$ cat src/rrh_params.svh
`ifndef RRH_PARAMS_SVH
`define RRH_PARAMS_SVH
// signal byte bit positions
`define RRH_REQ_BIT 0
`define RRH_MODE_BIT 7
`define RRH_PREVIEW_BIT 0
`define RRH_ACTIVE_BIT 2
`define RRH_DONE_BIT 0
`define RRH_SKIP_BIT 2
`define RRH_ERR_BIT 3
`define RRH_RESTART_BIT 4
// z retract amount limit and reset value
`define RRH_ZAMT_MAX 32'd99999999
`define RRH_ZAMT_RST 32'h0000_0000
// controller apb register offsets
`define RRH_OFS_CTRL 12'h000
`define RRH_OFS_ZAMT 12'h004
`define RRH_OFS_STAT 12'h008
`define RRH_OFS_CMD 12'h00C
// controller ctrl register fields
`define RRH_CTRL_REQ 0
`define RRH_CTRL_MODE 1
`define RRH_CTRL_AOS 2
`define RRH_CTRL_WAITPV 3
`define RRH_CTRL_RST 32'h0000_0000
// controller cmd register fields (write one pulses)
`define RRH_CMD_START 0
`define RRH_CMD_RESET 1
`endif

$ cat src/rrh_pkg.sv
package rrh_pkg;
    typedef enum logic [2:0] {
        RRH_IDLE = 3'b000,
        RRH_ZRET = 3'b001,
        RRH_BACK = 3'b010,
        RRH_SKZ = 3'b011,
        RRH_SKPOS = 3'b100,
        RRH_HOLD = 3'b101
    } rrh_state_e;
    typedef logic [7:0] rrh_byte_t;
endpackage

$ cat src/rrh_if.sv
`timescale 1ns/1ps
`default_nettype none
interface rrh_if;
    import rrh_pkg::*;
    rrh_byte_t retrace_request_byte;
    rrh_byte_t retry_mode_select_byte;
    logic auto_operation_stop;
    logic cycle_start;
    logic reset_button;
    logic [31:0] z_retract_amount;
    rrh_byte_t preview_status_byte;
    rrh_byte_t retrace_active_byte;
    rrh_byte_t retry_result_byte;
    logic distribution_end_flag;
    logic aux_strobe;
    rrh_byte_t aux_code;
    modport device (
        input retrace_request_byte, retry_mode_select_byte, auto_operation_stop,
        input cycle_start, reset_button, z_retract_amount,
        output preview_status_byte, retrace_active_byte, retry_result_byte,
        output distribution_end_flag, aux_strobe, aux_code
    );
    modport controller (
        output retrace_request_byte, retry_mode_select_byte, auto_operation_stop,
        output cycle_start, reset_button, z_retract_amount,
        input preview_status_byte, retrace_active_byte, retry_result_byte,
        input distribution_end_flag, aux_strobe, aux_code
    );
endinterface // rrh_if
`default_nettype wire

$ cat src/rrh_device.sv
// Function
// - mode 0 request ignored, 1 retry processing
// - controller changes mode only before request
// - request rise retracts z, then traces back
// - request fall with start resumes forward
// - active flag set on rise, cleared on fall
// - aux codes run same during retrace
// - aux strobe position differs, controller qualifies (controller here leaves aux strobe and code unused)
// - done flag on distance or skip end
// - skip and done flags set, clear together
// - cannot-continue on piercing or gas failure (piercing here only once retry count reaches limit)
// - cannot-continue cleared by start or reset (start here clears it only together with the request fall)
// - controller ends machining, never retries again
// - failure turns preview mode off
// - block-end stop, preview back, restart flag
// - controller checks restart flag before start
// - preview flag follows preview selection
// - z retract by amount, zero means none
// - retry limit exceeded performs skip sequence
// - zero retrace distance performs skip
`include "rrh_params.svh"
`timescale 1ns/1ps
`default_nettype none
module rrh_device
    import rrh_pkg::*;
#(
    parameter int CNT_W = 16
) (
    input wire logic pclk,
    input wire logic presetn,
    rrh_if.device link,
    input wire logic machining_failure,
    input wire logic in_piercing,
    input wire logic in_assist_gas,
    input wire logic retry_ok,
    input wire logic [CNT_W-1:0] retry_limit,
    input wire logic [15:0] retrace_distance,
    input wire logic distance_reached,
    input wire logic no_block_left,
    input wire logic block_end_reached,
    input wire logic z_done,
    input wire logic preview_select,
    input wire logic motion_den,
    input wire logic aux_strobe_in,
    input wire logic [7:0] aux_code_in,
    output logic z_retract_go,
    output logic [31:0] z_retract_dist,
    output logic trace_backward,
    output logic forward_resume,
    output logic beam_off,
    output logic gas_off,
    output logic tracing_off,
    output logic single_block_stop
);
    rrh_state_e state_q, state_d;
    logic req_q;
    logic req_rise, req_fall_start, start_ok, skip_now;
    logic active_q, done_q, skip_q, err_q, restart_q, pv_off_q;
    logic [CNT_W-1:0] retries_q;
    logic [31:0] zamt;
    logic skip_out_q, zgo_q, fwd_q, sbs_q;
    logic [31:0] zdist_q;
    logic aux_stb_q, den_q;
    logic [7:0] aux_code_q;

    function automatic logic [31:0] clamp_zamt(input logic [31:0] v);
        clamp_zamt = (v > `RRH_ZAMT_MAX) ? `RRH_ZAMT_MAX : v;
    endfunction

    wire logic req = link.retrace_request_byte[`RRH_REQ_BIT];
    wire logic mode = link.retry_mode_select_byte[`RRH_MODE_BIT];
    wire logic aos = link.auto_operation_stop;

    assign zamt = clamp_zamt(link.z_retract_amount);
    assign req_rise = req && !req_q && mode && aos;
    assign req_fall_start = !req && req_q && link.cycle_start && !aos;
    // retry limit overrun or zero distance skips instead of retracing
    assign skip_now = mode && ((retries_q > retry_limit) ||
        (retrace_distance == 16'h0000));

    always_ff @(posedge pclk or negedge presetn) begin
        if (!presetn) begin
            req_q <= 1'b0;
        end else begin
            req_q <= req;
        end
    end

    // sequencer
    always_comb begin
        state_d = state_q;
        case (state_q)
            RRH_IDLE: begin
                if (req_rise) begin
                    state_d = skip_now ? RRH_SKZ : RRH_ZRET;
                end
            end
            RRH_ZRET: begin
                if (zamt == 32'h0000_0000 || z_done) begin
                    state_d = RRH_BACK;
                end
            end
            RRH_BACK: begin
                if (distance_reached || no_block_left) begin
                    state_d = RRH_HOLD;
                end
            end
            RRH_SKZ: begin
                if (zamt == 32'h0000_0000 || z_done) begin
                    state_d = RRH_SKPOS;
                end
            end
            RRH_SKPOS: begin
                if (block_end_reached) begin
                    state_d = RRH_HOLD;
                end
            end
            RRH_HOLD: begin
                if (req_fall_start) begin
                    state_d = RRH_IDLE;
                end
            end
            default: begin
                state_d = RRH_IDLE;
            end
        endcase
    end

    always_ff @(posedge pclk or negedge presetn) begin
        if (!presetn) begin
            state_q <= RRH_IDLE;
        end else begin
            state_q <= state_d;
        end
    end

    // z retract command, one pulse with the amount held
    always_ff @(posedge pclk or negedge presetn) begin
        if (!presetn) begin
            zgo_q <= 1'b0;
            zdist_q <= `RRH_ZAMT_RST;
        end else begin
            zgo_q <= (state_d == RRH_ZRET || state_d == RRH_SKZ) && state_q == RRH_IDLE &&
                zamt != 32'h0000_0000;
            if (state_q == RRH_IDLE) begin
                zdist_q <= zamt;
            end
        end
    end

    // retrace in progress
    always_ff @(posedge pclk or negedge presetn) begin
        if (!presetn) begin
            active_q <= 1'b0;
        end else if (state_q == RRH_IDLE && req_rise && !skip_now) begin
            active_q <= 1'b1;
        end else if (req_fall_start || (state_q == RRH_BACK && no_block_left)) begin
            active_q <= 1'b0;
        end
    end

    // retrace done and skip done, set wins over clear
    always_ff @(posedge pclk or negedge presetn) begin
        if (!presetn) begin
            done_q <= 1'b0;
            skip_q <= 1'b0;
        end else if (state_q == RRH_BACK && distance_reached) begin
            done_q <= 1'b1;
        end else if (state_q == RRH_SKPOS && block_end_reached) begin
            done_q <= 1'b1;
            skip_q <= 1'b1;
        end else if (req_fall_start) begin
            done_q <= 1'b0;
            skip_q <= 1'b0;
        end
    end

    // skip outputs: beam, gas and tracing off from skip start to resume
    always_ff @(posedge pclk or negedge presetn) begin
        if (!presetn) begin
            skip_out_q <= 1'b0;
        end else if (state_q == RRH_IDLE && state_d == RRH_SKZ) begin
            skip_out_q <= 1'b1;
        end else if (req_fall_start) begin
            skip_out_q <= 1'b0;
        end
    end

    // retry count, cleared when a retry completes normally
    always_ff @(posedge pclk or negedge presetn) begin
        if (!presetn) begin
            retries_q <= '0;
        end else if (mode && machining_failure && !(&retries_q)) begin
            retries_q <= retries_q + {{(CNT_W-1){1'b0}}, 1'b1};
        end else if (retry_ok || !mode) begin
            retries_q <= '0;
        end
    end

    // cannot continue, set wins over either clear
    always_ff @(posedge pclk or negedge presetn) begin
        if (!presetn) begin
            err_q <= 1'b0;
        end else if (mode && machining_failure &&
            ((in_piercing && retries_q >= retry_limit) || in_assist_gas)) begin
            err_q <= 1'b1;
        end else if (req_fall_start || link.reset_button) begin
            err_q <= 1'b0;
        end
    end

    // advanced preview suppression and restart
    always_ff @(posedge pclk or negedge presetn) begin
        if (!presetn) begin
            pv_off_q <= 1'b0;
            restart_q <= 1'b0;
            sbs_q <= 1'b0;
        end else begin
            sbs_q <= (state_q == RRH_SKPOS && block_end_reached) ||
                (pv_off_q && state_q == RRH_IDLE && block_end_reached);
            if (mode && machining_failure && preview_select) begin
                pv_off_q <= 1'b1;
            end else if (pv_off_q && state_q == RRH_IDLE && block_end_reached) begin
                pv_off_q <= 1'b0;
            end
            if (pv_off_q && state_q == RRH_IDLE && block_end_reached) begin
                restart_q <= 1'b1;
            end else if (link.cycle_start) begin
                restart_q <= 1'b0;
            end
        end
    end

    // resume pulse and aux pass-through, same in both directions
    always_ff @(posedge pclk or negedge presetn) begin
        if (!presetn) begin
            fwd_q <= 1'b0;
            aux_stb_q <= 1'b0;
            aux_code_q <= 8'h00;
            den_q <= 1'b0;
        end else begin
            fwd_q <= req_fall_start && state_q == RRH_HOLD;
            aux_stb_q <= aux_strobe_in;
            aux_code_q <= aux_code_in;
            den_q <= motion_den;
        end
    end

    assign link.preview_status_byte = {7'h00, preview_select && !pv_off_q};
    assign link.retrace_active_byte = {5'h00, active_q, 2'h0};
    assign link.retry_result_byte = {3'h0, restart_q, err_q, skip_q, 1'b0, done_q};
    assign link.distribution_end_flag = den_q;
    assign link.aux_strobe = aux_stb_q;
    assign link.aux_code = aux_code_q;
    assign z_retract_go = zgo_q;
    assign z_retract_dist = zdist_q;
    assign trace_backward = active_q && state_q == RRH_BACK;
    assign forward_resume = fwd_q;
    assign beam_off = skip_out_q;
    assign gas_off = skip_out_q;
    assign tracing_off = skip_out_q;
    assign single_block_stop = sbs_q;
endmodule // rrh_device
`default_nettype wire

$ cat src/flat_wrapper.sv
// flat-port wrapper written by rule: the top's interface ports become plain ports
module rrh_device_flat import rrh_pkg::*;
#(
    parameter int CNT_W = 16
)
  (pclk, presetn, machining_failure, in_piercing, in_assist_gas, retry_ok, retry_limit, retrace_distance, distance_reached, no_block_left, block_end_reached, z_done, preview_select, motion_den, aux_strobe_in, aux_code_in, z_retract_go, z_retract_dist, trace_backward, forward_resume, beam_off, gas_off, tracing_off, single_block_stop, link_retrace_request_byte, link_retry_mode_select_byte, link_auto_operation_stop, link_cycle_start, link_reset_button, link_z_retract_amount, link_preview_status_byte, link_retrace_active_byte, link_retry_result_byte, link_distribution_end_flag, link_aux_strobe, link_aux_code);
  rrh_if link_i ();
  input wire logic pclk;
  input wire logic presetn;
  input wire logic machining_failure;
  input wire logic in_piercing;
  input wire logic in_assist_gas;
  input wire logic retry_ok;
  input wire logic [CNT_W-1:0] retry_limit;
  input wire logic [15:0] retrace_distance;
  input wire logic distance_reached;
  input wire logic no_block_left;
  input wire logic block_end_reached;
  input wire logic z_done;
  input wire logic preview_select;
  input wire logic motion_den;
  input wire logic aux_strobe_in;
  input wire logic [7:0] aux_code_in;
  output logic z_retract_go;
  output logic [31:0] z_retract_dist;
  output logic trace_backward;
  output logic forward_resume;
  output logic beam_off;
  output logic gas_off;
  output logic tracing_off;
  output logic single_block_stop;
  input wire logic [$bits(link_i.retrace_request_byte)-1:0] link_retrace_request_byte;
  input wire logic [$bits(link_i.retry_mode_select_byte)-1:0] link_retry_mode_select_byte;
  input wire logic [$bits(link_i.auto_operation_stop)-1:0] link_auto_operation_stop;
  input wire logic [$bits(link_i.cycle_start)-1:0] link_cycle_start;
  input wire logic [$bits(link_i.reset_button)-1:0] link_reset_button;
  input wire logic [$bits(link_i.z_retract_amount)-1:0] link_z_retract_amount;
  output wire logic [$bits(link_i.preview_status_byte)-1:0] link_preview_status_byte;
  output wire logic [$bits(link_i.retrace_active_byte)-1:0] link_retrace_active_byte;
  output wire logic [$bits(link_i.retry_result_byte)-1:0] link_retry_result_byte;
  output wire logic [$bits(link_i.distribution_end_flag)-1:0] link_distribution_end_flag;
  output wire logic [$bits(link_i.aux_strobe)-1:0] link_aux_strobe;
  output wire logic [$bits(link_i.aux_code)-1:0] link_aux_code;
  assign link_i.retrace_request_byte = link_retrace_request_byte;
  assign link_i.retry_mode_select_byte = link_retry_mode_select_byte;
  assign link_i.auto_operation_stop = link_auto_operation_stop;
  assign link_i.cycle_start = link_cycle_start;
  assign link_i.reset_button = link_reset_button;
  assign link_i.z_retract_amount = link_z_retract_amount;
  assign link_preview_status_byte = link_i.preview_status_byte;
  assign link_retrace_active_byte = link_i.retrace_active_byte;
  assign link_retry_result_byte = link_i.retry_result_byte;
  assign link_distribution_end_flag = link_i.distribution_end_flag;
  assign link_aux_strobe = link_i.aux_strobe;
  assign link_aux_code = link_i.aux_code;
  rrh_device #(.CNT_W(CNT_W)) u_core (.pclk(pclk), .presetn(presetn), .link(link_i), .machining_failure(machining_failure), .in_piercing(in_piercing), .in_assist_gas(in_assist_gas), .retry_ok(retry_ok), .retry_limit(retry_limit), .retrace_distance(retrace_distance), .distance_reached(distance_reached), .no_block_left(no_block_left), .block_end_reached(block_end_reached), .z_done(z_done), .preview_select(preview_select), .motion_den(motion_den), .aux_strobe_in(aux_strobe_in), .aux_code_in(aux_code_in), .z_retract_go(z_retract_go), .z_retract_dist(z_retract_dist), .trace_backward(trace_backward), .forward_resume(forward_resume), .beam_off(beam_off), .gas_off(gas_off), .tracing_off(tracing_off), .single_block_stop(single_block_stop));
endmodule
$ cat config.mk
export PLATFORM = sky130hd
export DESIGN_NAME = rrh_device_flat
export DESIGN_NICKNAME = d
export VERILOG_FILES = /design/src/rrh_pkg.sv /design/src/rrh_if.sv /design/src/rrh_device.sv /design/src/flat_wrapper.sv
export VERILOG_INCLUDE_DIRS = /design/src
export SDC_FILE = /design/constraint.sdc
export NUM_CORES = 1
export LEC_CHECK = 0
export ABC_AREA = 1
export BUFFER_PORTS_ARGS = -buffer_cell sky130_fd_sc_hd__buf_2
export CORE_UTILIZATION = 30
export CTS_CLUSTER_SIZE = 14
export DETAILED_ROUTE_END_ITERATION = 12
export PLACE_DENSITY = 0.63
export SLEW_MARGIN = 20
export SYNTH_ARGS = -nofsm -noshare
export SYNTH_HDL_FRONTEND = slang
export SYNTH_SLANG_ARGS = --single-unit
$ cat constraint.sdc
create_clock -name pclk -period 1.8 [get_ports pclk]
set_input_delay 0.45 -clock pclk [delete_from_list [all_inputs] [get_ports pclk]]
set_output_delay 0.45 -clock pclk [all_outputs]
set_load 0.01 [all_outputs]
# After elaboration in Yosys (flattened, before gate mapping)
# Index checks and enable logic that the tools add are counted.
[word_totals]
register_bits = 72
latchBits = 0
ram_bits = 0
romBits = 0
inputBits = 104
output_inout_bits = 73
elab_cells = 107
n_memories = 0
[op_classes]
add_sub_neg = 1
n_mul = 0
n_div = 0
order_cmp = 3
n_eq_ne = 7
shifts = 0
mux = 23
bitwise_logic = 1
reduce_logical = 55
[ops]
columns = ["operator", "count"]
rows = [
  ["32-bit by 27-bit > comparator with 1-bit output, second input constant", 1],
  ["32-bit logical NOT", 1],
  ["16-bit 2-to-1 mux", 2],
  ["32-bit 2-to-1 mux", 1],
  ["32-bit nonzero test", 1],
  ["1-bit logical AND", 25],
  ["3-bit 2-to-1 mux", 6],
  ["3-bit case mux with 6 select lines", 1],
  ["16-bit by 1-bit adder with 16-bit output, second input constant", 1],
  ["16-bit >= comparator", 1],
  ["16-bit > comparator", 1],
  ["16-bit logical NOT", 1],
  ["16-bit AND reduction", 1],
  ["2-bit nonzero test", 7],
  ["1-bit 2-to-1 mux", 12],
  ["3-bit by 2-bit equality test with 1-bit output, second input constant", 3],
  ["1-bit logical OR", 9],
  ["1-bit logical NOT", 7],
  ["3-bit by 1-bit equality test with 1-bit output, second input constant", 2],
  ["3-bit equality test, second input constant", 2],
  ["3-bit logical NOT", 1],
  ["3-bit nonzero test", 1],
  ["2-bit 2-to-1 mux", 1],
  ["2-bit AND reduction", 1],
  ["1-bit inverter", 1],
]

# Depth between registers and ports, before layout
# Gate-level depths: netlist of the first run.
[depth]
depth_word = 10
mapped_depth = 14
mapped_depth_nobuf = 14

# Worst setup path before layout of the first run
# Ideal clock, no wire load.
[synth_timing]
path_kind = "flip-flop to flip-flop"
startpoint = "register u_core.retries_q[1]"
endpoint = "register u_core.retries_q[10]"
setup_ns = 0.121
arrival_ns = 1.613
slack_ns = 0.066
stages_incl_launch_ff = 14
n_path_buf = 1
cell_sequence = "dfrtp_1 -> ha_1 -> nand2_2 -> nor2_4 -> nand2_2 -> nor2_4 -> nand2_2 -> nor2_2 -> nand3_2 -> nand2_4 -> inv_2 -> buf_6 -> nand3_1 -> o21ai_1"
[synth_via]
elab_chain_len = 4
elab_cells_between_ends = 6
[synth_lines]
columns = ["element", "line", "source"]
rows = [
  ["start, declared", "rrh_device.sv:59", "logic [CNT_W-1:0] retries_q;"],
  ["start signal, assigned", "rrh_device.sv:194", "retries_q <= retries_q + {{(CNT_W-1){1'b0}}, 1'b1};"],
  ["branches (longest 4 deep; another with 16-bit by 1-bit adder with 16-bit output)", "--", ""],
]
# Several ways; the timed one is not identified.
# A chain may end at the register's enable or synchronous reset.

# Final worst setup path of the first run
[layout_timing]
startpoint = "register u_core.retries_q[1]"
endpoint = "register u_core.retries_q[2]"
# The elaborated chain is that of the path after synthesis.

==> results of run 1 <==
-- critical path: stages, from the launching register on --
cell,delay [ps]
dfrtp_1,400
ha_4,180
nand2_4,60
nor2_4,100
nand2_2,70
nor2_4,90
nand2_2,70
nor2_4,140
nand3_4,110
nand2_8,160
inv_8,90
a21oi_2,160
a21oi_2,40
-- power by group through the flow --
stage	Clock (W)	Sequential, W	Combinational, W
after floorplan	0	0.00188	0.000553
after global placement	0	0.00187	0.000917
after detailed placement	0	0.00187	0.000938
after CTS	0.00185	0.00185	0.000940
after global routing	0.00192	0.00188	0.00110
final	0.00178	0.00186	0.000986
-- synthesized netlist by cell type --
library cell  number  share of area [%]
a21oi_1           26                3.3
a21oi_2            1               0.22
a22o_1             4               0.89
a22oi_1            1               0.19
a31oi_1            4               0.64
and3_1             3               0.48
buf_2              4               0.51
buf_4             25                4.8
buf_6              2               0.57
clkbuf_1           2               0.19
conb_1             1              0.095
dfrtp_1           72                 46
ha_1              17                5.4
inv_1             83                7.9
inv_2              2               0.19
nand2_1           85                8.1
nand2_2            3               0.48
nand2_4            2               0.57
nand3_1           28                3.6
nand3_2            1               0.25
nand3b_1           1               0.19
nand4_1            7                1.1
nor2_1            53                5.1
nor2_2             2               0.32
nor2_4             2               0.57
nor3_1             9                1.1
nor3b_1            2               0.38
nor4_1             7                1.1
o21ai_0           11                1.4
o21ai_1            7               0.89
o22a_1             3               0.67
o22ai_1            7                1.1
o22ai_2            1               0.32
o2bb2ai_1          1               0.22
o31ai_1            1               0.19
or2_2              2               0.32
xor2_1             3               0.67
-- metal layers --
layer  vias up  track usage [%]  routed length (um)
met5         -                0                  31
met4         4             3.85                 159
met3        19             6.18                 816
met2       134             28.2                5230
met1      1753             19.1                4590
li1       1867                -                   -
-- flip-flops by register name, indices dropped and copies added, names as in the netlist, 3 cells and up --
signal                 flops
u_core.link.aux_code       8
u_core.retries_q          16
u_core.state_q             3
u_core.z_retract_dist     32
-- path summary, 6_finish.rpt --
kind / start / depth (start not counted) / slack, ps / to
setup / recovery: u_core.retries_q[1]$_DFFE_PN0P_ / 12 / 0.1 / u_core.retries_q[2]$_DFFE_PN0P_
hold / removal: presetn / 1 / 9 / u_core.retries_q[8]$_DFFE_PN0P_
setup reg to reg: u_core.retries_q[1]$_DFFE_PN0P_ / 12 / 0.1 / u_core.retries_q[2]$_DFFE_PN0P_
hold reg to reg: u_core.done_q$_DFFE_PN0P_ / 2 / 490 / u_core.done_q$_DFFE_PN0P_
max in group asynchronous: presetn / 2 / 1210 / u_core.z_retract_dist[27]$_DFFE_PN0P_
min in group pclk: aux_strobe_in / 1 / 230 / u_core.link.aux_strobe$_DFF_PN0_
-- what timing repair did --
| action | in CTS | in global routing |
|---|---|---|
| endpoints found under the setup margin | 8 | 21 |
| buffers inserted | 0 | 9 |
| pin swaps | 0 | 7 |
| hold buffers | 0 | 0 |
| cloned | 0 | 1 |
| hold endpoints to repair | 0 | 0 |
| gates resized for setup | 4 | 40 |
-- placed cells by master, fill, tap and decap left out, types with 8 or more instances in the layout --
| master | instances |
|---|---|
| a21oi_1 | 20 |
| clkbuf_16 | 9 |
| inv_1 | 80 |
| nor2_1 | 50 |
| buf_2 | 143 |
| o21ai_0 | 9 |
| o21ai_1 | 8 |
| buf_4 | 28 |
| dfrtp_1 | 72 |
| nor3_1 | 8 |
| nand2_1 | 80 |
| nand3_1 | 27 |
| ha_1 | 15 |
| conb_1 | 18 |
-- cell type report --
class	instances	share of cell area, %
diodes	1	0.0459
multi-input cells	313	33.3
flip-flops and latches	72	33.1
repair buffers	175	18.1
well taps	172	3.95
inverters	85	5.99
clock buffers	11	4.45
clock inverters	5	1.03
-- cells by family (layout without fill, tap and decap cells) --
| logic type | count (synthesis) | in the layout | synth area share, % |
|---|---|---|---|
| and+or+nand+nor | 207 | 208 | 23.7 |
| other | 1 | 19 | 0.0955 |
| buffers and inverters | 118 | 276 | 14.2 |
| adders and majority gates | 17 | 17 | 5.42 |
| DFF | 72 | 72 | 45.9 |
| xor gates and xnor gates | 3 | 3 | 0.669 |
| AOI/OAI and AO/OA | 67 | 67 | 10.1 |
-- per-stage QoR --
stage	std cells	setup slack, ps	hold WS, ps	power, W
after global routing	833	-140	21.6	0.00490
after CTS	823	-0.989	7.89	0.00463
after floorplan	502	65.7	154	0.00243
after global placement	807	-133	364	0.00279
after detailed placement	807	-112	372	0.00281
final	834	0.109	9.08	0.00462
==> results.tsv, run 1 <==
metric	value	unit
pwr-share-comb	21.3	%
num_rows	41	
clock-skew-final	8.67	ps
drc_marker_count_from_the_first_detailed_route_iteration	114	
critPathLaunchType	flop	
grtUsageTotal	16.3	%
actual_transition_at_the_worst_max_transition_pin	916	ps
clk_path_buf_depth	2	
p_seq_share	40.2	%
timing.hold.worst.class	input port to asynchronous set/reset pin	
synthCells	485	
die_h	116	um
power_report.internal_total	0.00325	W
cts_made_buffers	9	
fp.dieArea	0.0136	mm^2
ioPinCount	177	
drv_cap	0	
grt_setup_unrepaired	true	
area_occupied_by_multi_input_gates	0.00182	mm^2
syn_area	0.00393	mm^2
grt_max_degree	49	
filler_cell_count	1263	
number_of_global_route_vias_before_repair	3712	
p_switching	0.00137	W
wirelength	10800	um
status	complete, no violations	
ctsRootBufferMaster	clkbuf_16	
worst_skew_pair.late_latency	330	ps
seq_area_frac_synth	45.9	%
finalCriticalPeriod	1800	ps
yosys_register_bits	72	
worstPathArrival	2010	ps
fin_tns_setup	0	ps
ys_warn_count	0	
netSwitchingFraction	29.6	%
crit_required	2010	ps
wl_per_cell	13.0	um
antenna_left	0	
post_dp_area	0.00488	mm^2
finalSetupViolCount	0	
syn_area_per_cell	8.10	um^2
vias	3777	
core_area	0.0127	mm^2
power.share.clock	38.5	%
layout.area.seq	0.00180	mm^2
drc	0	
finalWeightedCongestion	0.832	
worst_setup_path_end_kind	flop	
layout-drive-gt1-share	35.1	%
maximum_level_of_the_cts_h_tree	3	
cts_tree	done	
clock_sinks	72	
vdd_ir_drop_max	490	uV
layout.nets	777	
timing.final.crit_share	100	%
clk_pin_slew	60	ps
initial_core_utilization	31.0	%
path_class	flop to flop	
power_density_cells	849	mW/mm^2
power.leakage	2.77	nW
fp.dieW	116	um
grt_overflow_total	0	
place.port_buffers	144	
avgViaCountPerCell	4.53	
max_freq	556	MHz
count_of_final_max_slew_check_failures	0	
synth.lib_cells_used.distinct	37	
place.detailed.hpwl	8420	um
critical_path.max_fanout	18	
timing.slew.headroom	38.7	%
postLayoutCellArea	0.00545	mm^2
syn_to_final_growth	38.7	%
grt_antenna_before_repair	3	
wire_length_of_the_first_global_routing_pass	17000	um
finish.utilization	43.0	%
final-hold-violation-count	0	
firstDrtPassIters	4	
Power figures use the tool's default switching activity.
==> inputs of run 2 (changes only) <==
CTS_BUF_LIST = sky130_fd_sc_hd__clkbuf_8   (was unset)
==> run 2 against run 1 <==
Effect of this change: the run now ends with setup timing left; register-to-register slack is essentially flat; sequential cell count is the same; worst setup slack lost 14 ps; critical path type unchanged.
==> results.tsv, run 2 (synthesis gave the netlist of run 1 again) <==
metric	value	unit
wirelength	10800	um
cts_tree	done	
number_of_global_route_vias_before_repair	3744	
max_freq	551	MHz
wl_per_cell	13.0	um
crit_required	2050	ps
worst_skew_pair.late_latency	370	ps
timing.hold.worst_endpoint	u_core.link.aux_strobe$_DFF_PN0_	
initial_core_utilization	31.0	%
ctsRootBufferMaster	clkbuf_8	
power_report.internal_total	0.00281	W
layout.nets	777	
count_of_final_max_slew_check_failures	0	
clock-skew-final	12.1	ps
timing.final.crit_share	101	%
fp.dieW	116	um
netSwitchingFraction	32.0	%
power_density_cells	775	mW/mm^2
final_cell_mix	buf_2 (143), inv_1 (81), nand2_1 (80), dfrtp_1 (71), nor2_1 (49)	
syn_to_final_growth	36.0	%
grtUsageTotal	16.7	%
clock_sinks	72	
place.detailed.hpwl	8420	um
placed_cells_incl_taps	807	
power.leakage	2.73	nW
drc_marker_count_from_the_first_detailed_route_iteration	94	
timing.hold.worst.class	input port to flop	
timing.slew.headroom	42.1	%
status	complete, but fails checks	
fin_tns_setup	-13.6	ps
worst_setup_path_end_kind	flop	
drv_cap	0	
crit-reg2reg-launch	u_core.retries_q[1]$_DFFE_PN0P_	
worstPathArrival	2060	ps
critPathLaunchType	flop	
drc	0	
layout-drive-gt1-share	35.2	%
finish.utilization	42.2	%
p_seq_share	45.0	%
hold_path_startpoint	aux_strobe_in	
wire_length_of_the_first_global_routing_pass	17200	um
maximum_level_of_the_cts_h_tree	3	
p_switching	0.00133	W
place.port_buffers	144	
avgViaCountPerCell	4.52	
final-hold-violation-count	0	
core_area	0.0127	mm^2
clk_path_buf_depth	2	
fp.dieArea	0.0136	mm^2
actual_transition_at_the_worst_max_transition_pin	865	ps
grt_setup_unrepaired	true	
largest_reg_flops	32	
filler_cell_count	1286	
grt_overflow_total	0	
reg2reg_to	u_core.retries_q[2]$_DFFE_PN0P_	
path_class	flop to flop	
cts_made_buffers	9	
pwr-share-comb	23.7	%
clk_pin_slew	80	ps
vdd_ir_drop_max	413	uV
total_power	0.00414	W
pre_cts_slack	-112	ps
num_rows	41	
violations	setup timing	
grt_max_degree	49	
firstDrtPassIters	4	
die_h	116	um
worst-r2r-setup-slack	-10	ps
rr_worst_depth	12	
vias	3766	
finalCriticalPeriod	1810	ps
finalSetupViolCount	1	
power.share.clock	31.3	%
antenna_left	0	
critical_path.max_fanout	18	
worst_slack	-13.6	ps
min_path_cells	1	
cell_count_final_fillers_out	834	
finalWeightedCongestion	0.832	
grt_antenna_before_repair	3	
ioPinCount	177	
final_common_cell	buf_2	
## run 2: what timing repair did
item | 4_1_cts | 5_1_grt
hold buffers | 1 | 0
resized for setup | 9 | 35
pin swaps | 3 | 13
buffers inserted | 0 | 8
gates cloned | 0 | 1
endpoints found under the hold margin | 22 | 0
setup endpoints to repair | 10 | 21
## run 2: worst max path at each step
stage	startpoint	end	slack [ps]	depth (start not counted)
after floorplan	u_core.retries_q[1]$_DFFE_PN0P_	u_core.retries_q[10]$_DFFE_PN0P_	70	13
after global placement	link_z_retract_amount[11]	u_core.state_q[1]$_DFF_PN0_	-130	11
after detailed placement	link_z_retract_amount[28]	u_core.state_q[1]$_DFF_PN0_	-110	13
after CTS	u_core.retries_q[5]$_DFFE_PN0P_	u_core.state_q[1]$_DFF_PN0_	20	11
after global routing	u_core.retries_q[1]$_DFFE_PN0P_	u_core.retries_q[2]$_DFFE_PN0P_	-150	12
final	u_core.retries_q[1]$_DFFE_PN0P_	u_core.retries_q[2]$_DFFE_PN0P_	-10	12
## run 2: stage by stage
stage | area [um^2] | hold slack, ps
2_1_floorplan | 3990 | 154
4_1_cts | 5130 | 165
6_report | 5340 | 190
5_1_grt | 5340 | 167
3_5_place_dp | 4880 | 372
3_3_place_gp | 4880 | 364
## run 2: critical path, cell delays in order (launching register included)
cell	delay, ps
dfrtp_1	410
ha_4	170
nand2_4	60
nor2_4	100
nand2_2	70
nor2_4	90
nand2_2	70
nor2_4	160
nand3_4	110
nand2_8	160
inv_8	80
a21oi_2	160
a21oi_2	50
## run 2: power by group through the flow
| stage | Combinational [W] | Clock (W) | Sequential, W |
|---|---|---|---|
| 5_1_grt | 0.00110 | 0.00142 | 0.00188 |
| 6_report | 0.000981 | 0.00130 | 0.00186 |
| 4_1_cts | 0.000951 | 0.00136 | 0.00185 |
| 3_3_place_gp | 0.000917 | 0 | 0.00187 |
| 3_5_place_dp | 0.000938 | 0 | 0.00187 |
| 2_1_floorplan | 0.000553 | 0 | 0.00188 |
## run 2: layout make-up
class	instances	area, um^2	area share (%)
antenna	1	2.50	0.0468
clock buffer	10	138	2.58
clock inverter	6	60.1	1.12
inverter	85	329	6.16
multi-input combinational	313	1800	33.8
sequential	72	1800	33.7
tap	172	215	4.03
timing repair buffer	175	991	18.5
## run 2: routing by layer
layer / track usage, % / part of all wire (%) / wire [um]
met5: 0 / 0.25 / 27
met4: 6.41 / 2.1 / 225
met2: 28.8 / 48 / 5220
met3: 5.76 / 7.2 / 783
met1: 19.1 / 42 / 4550
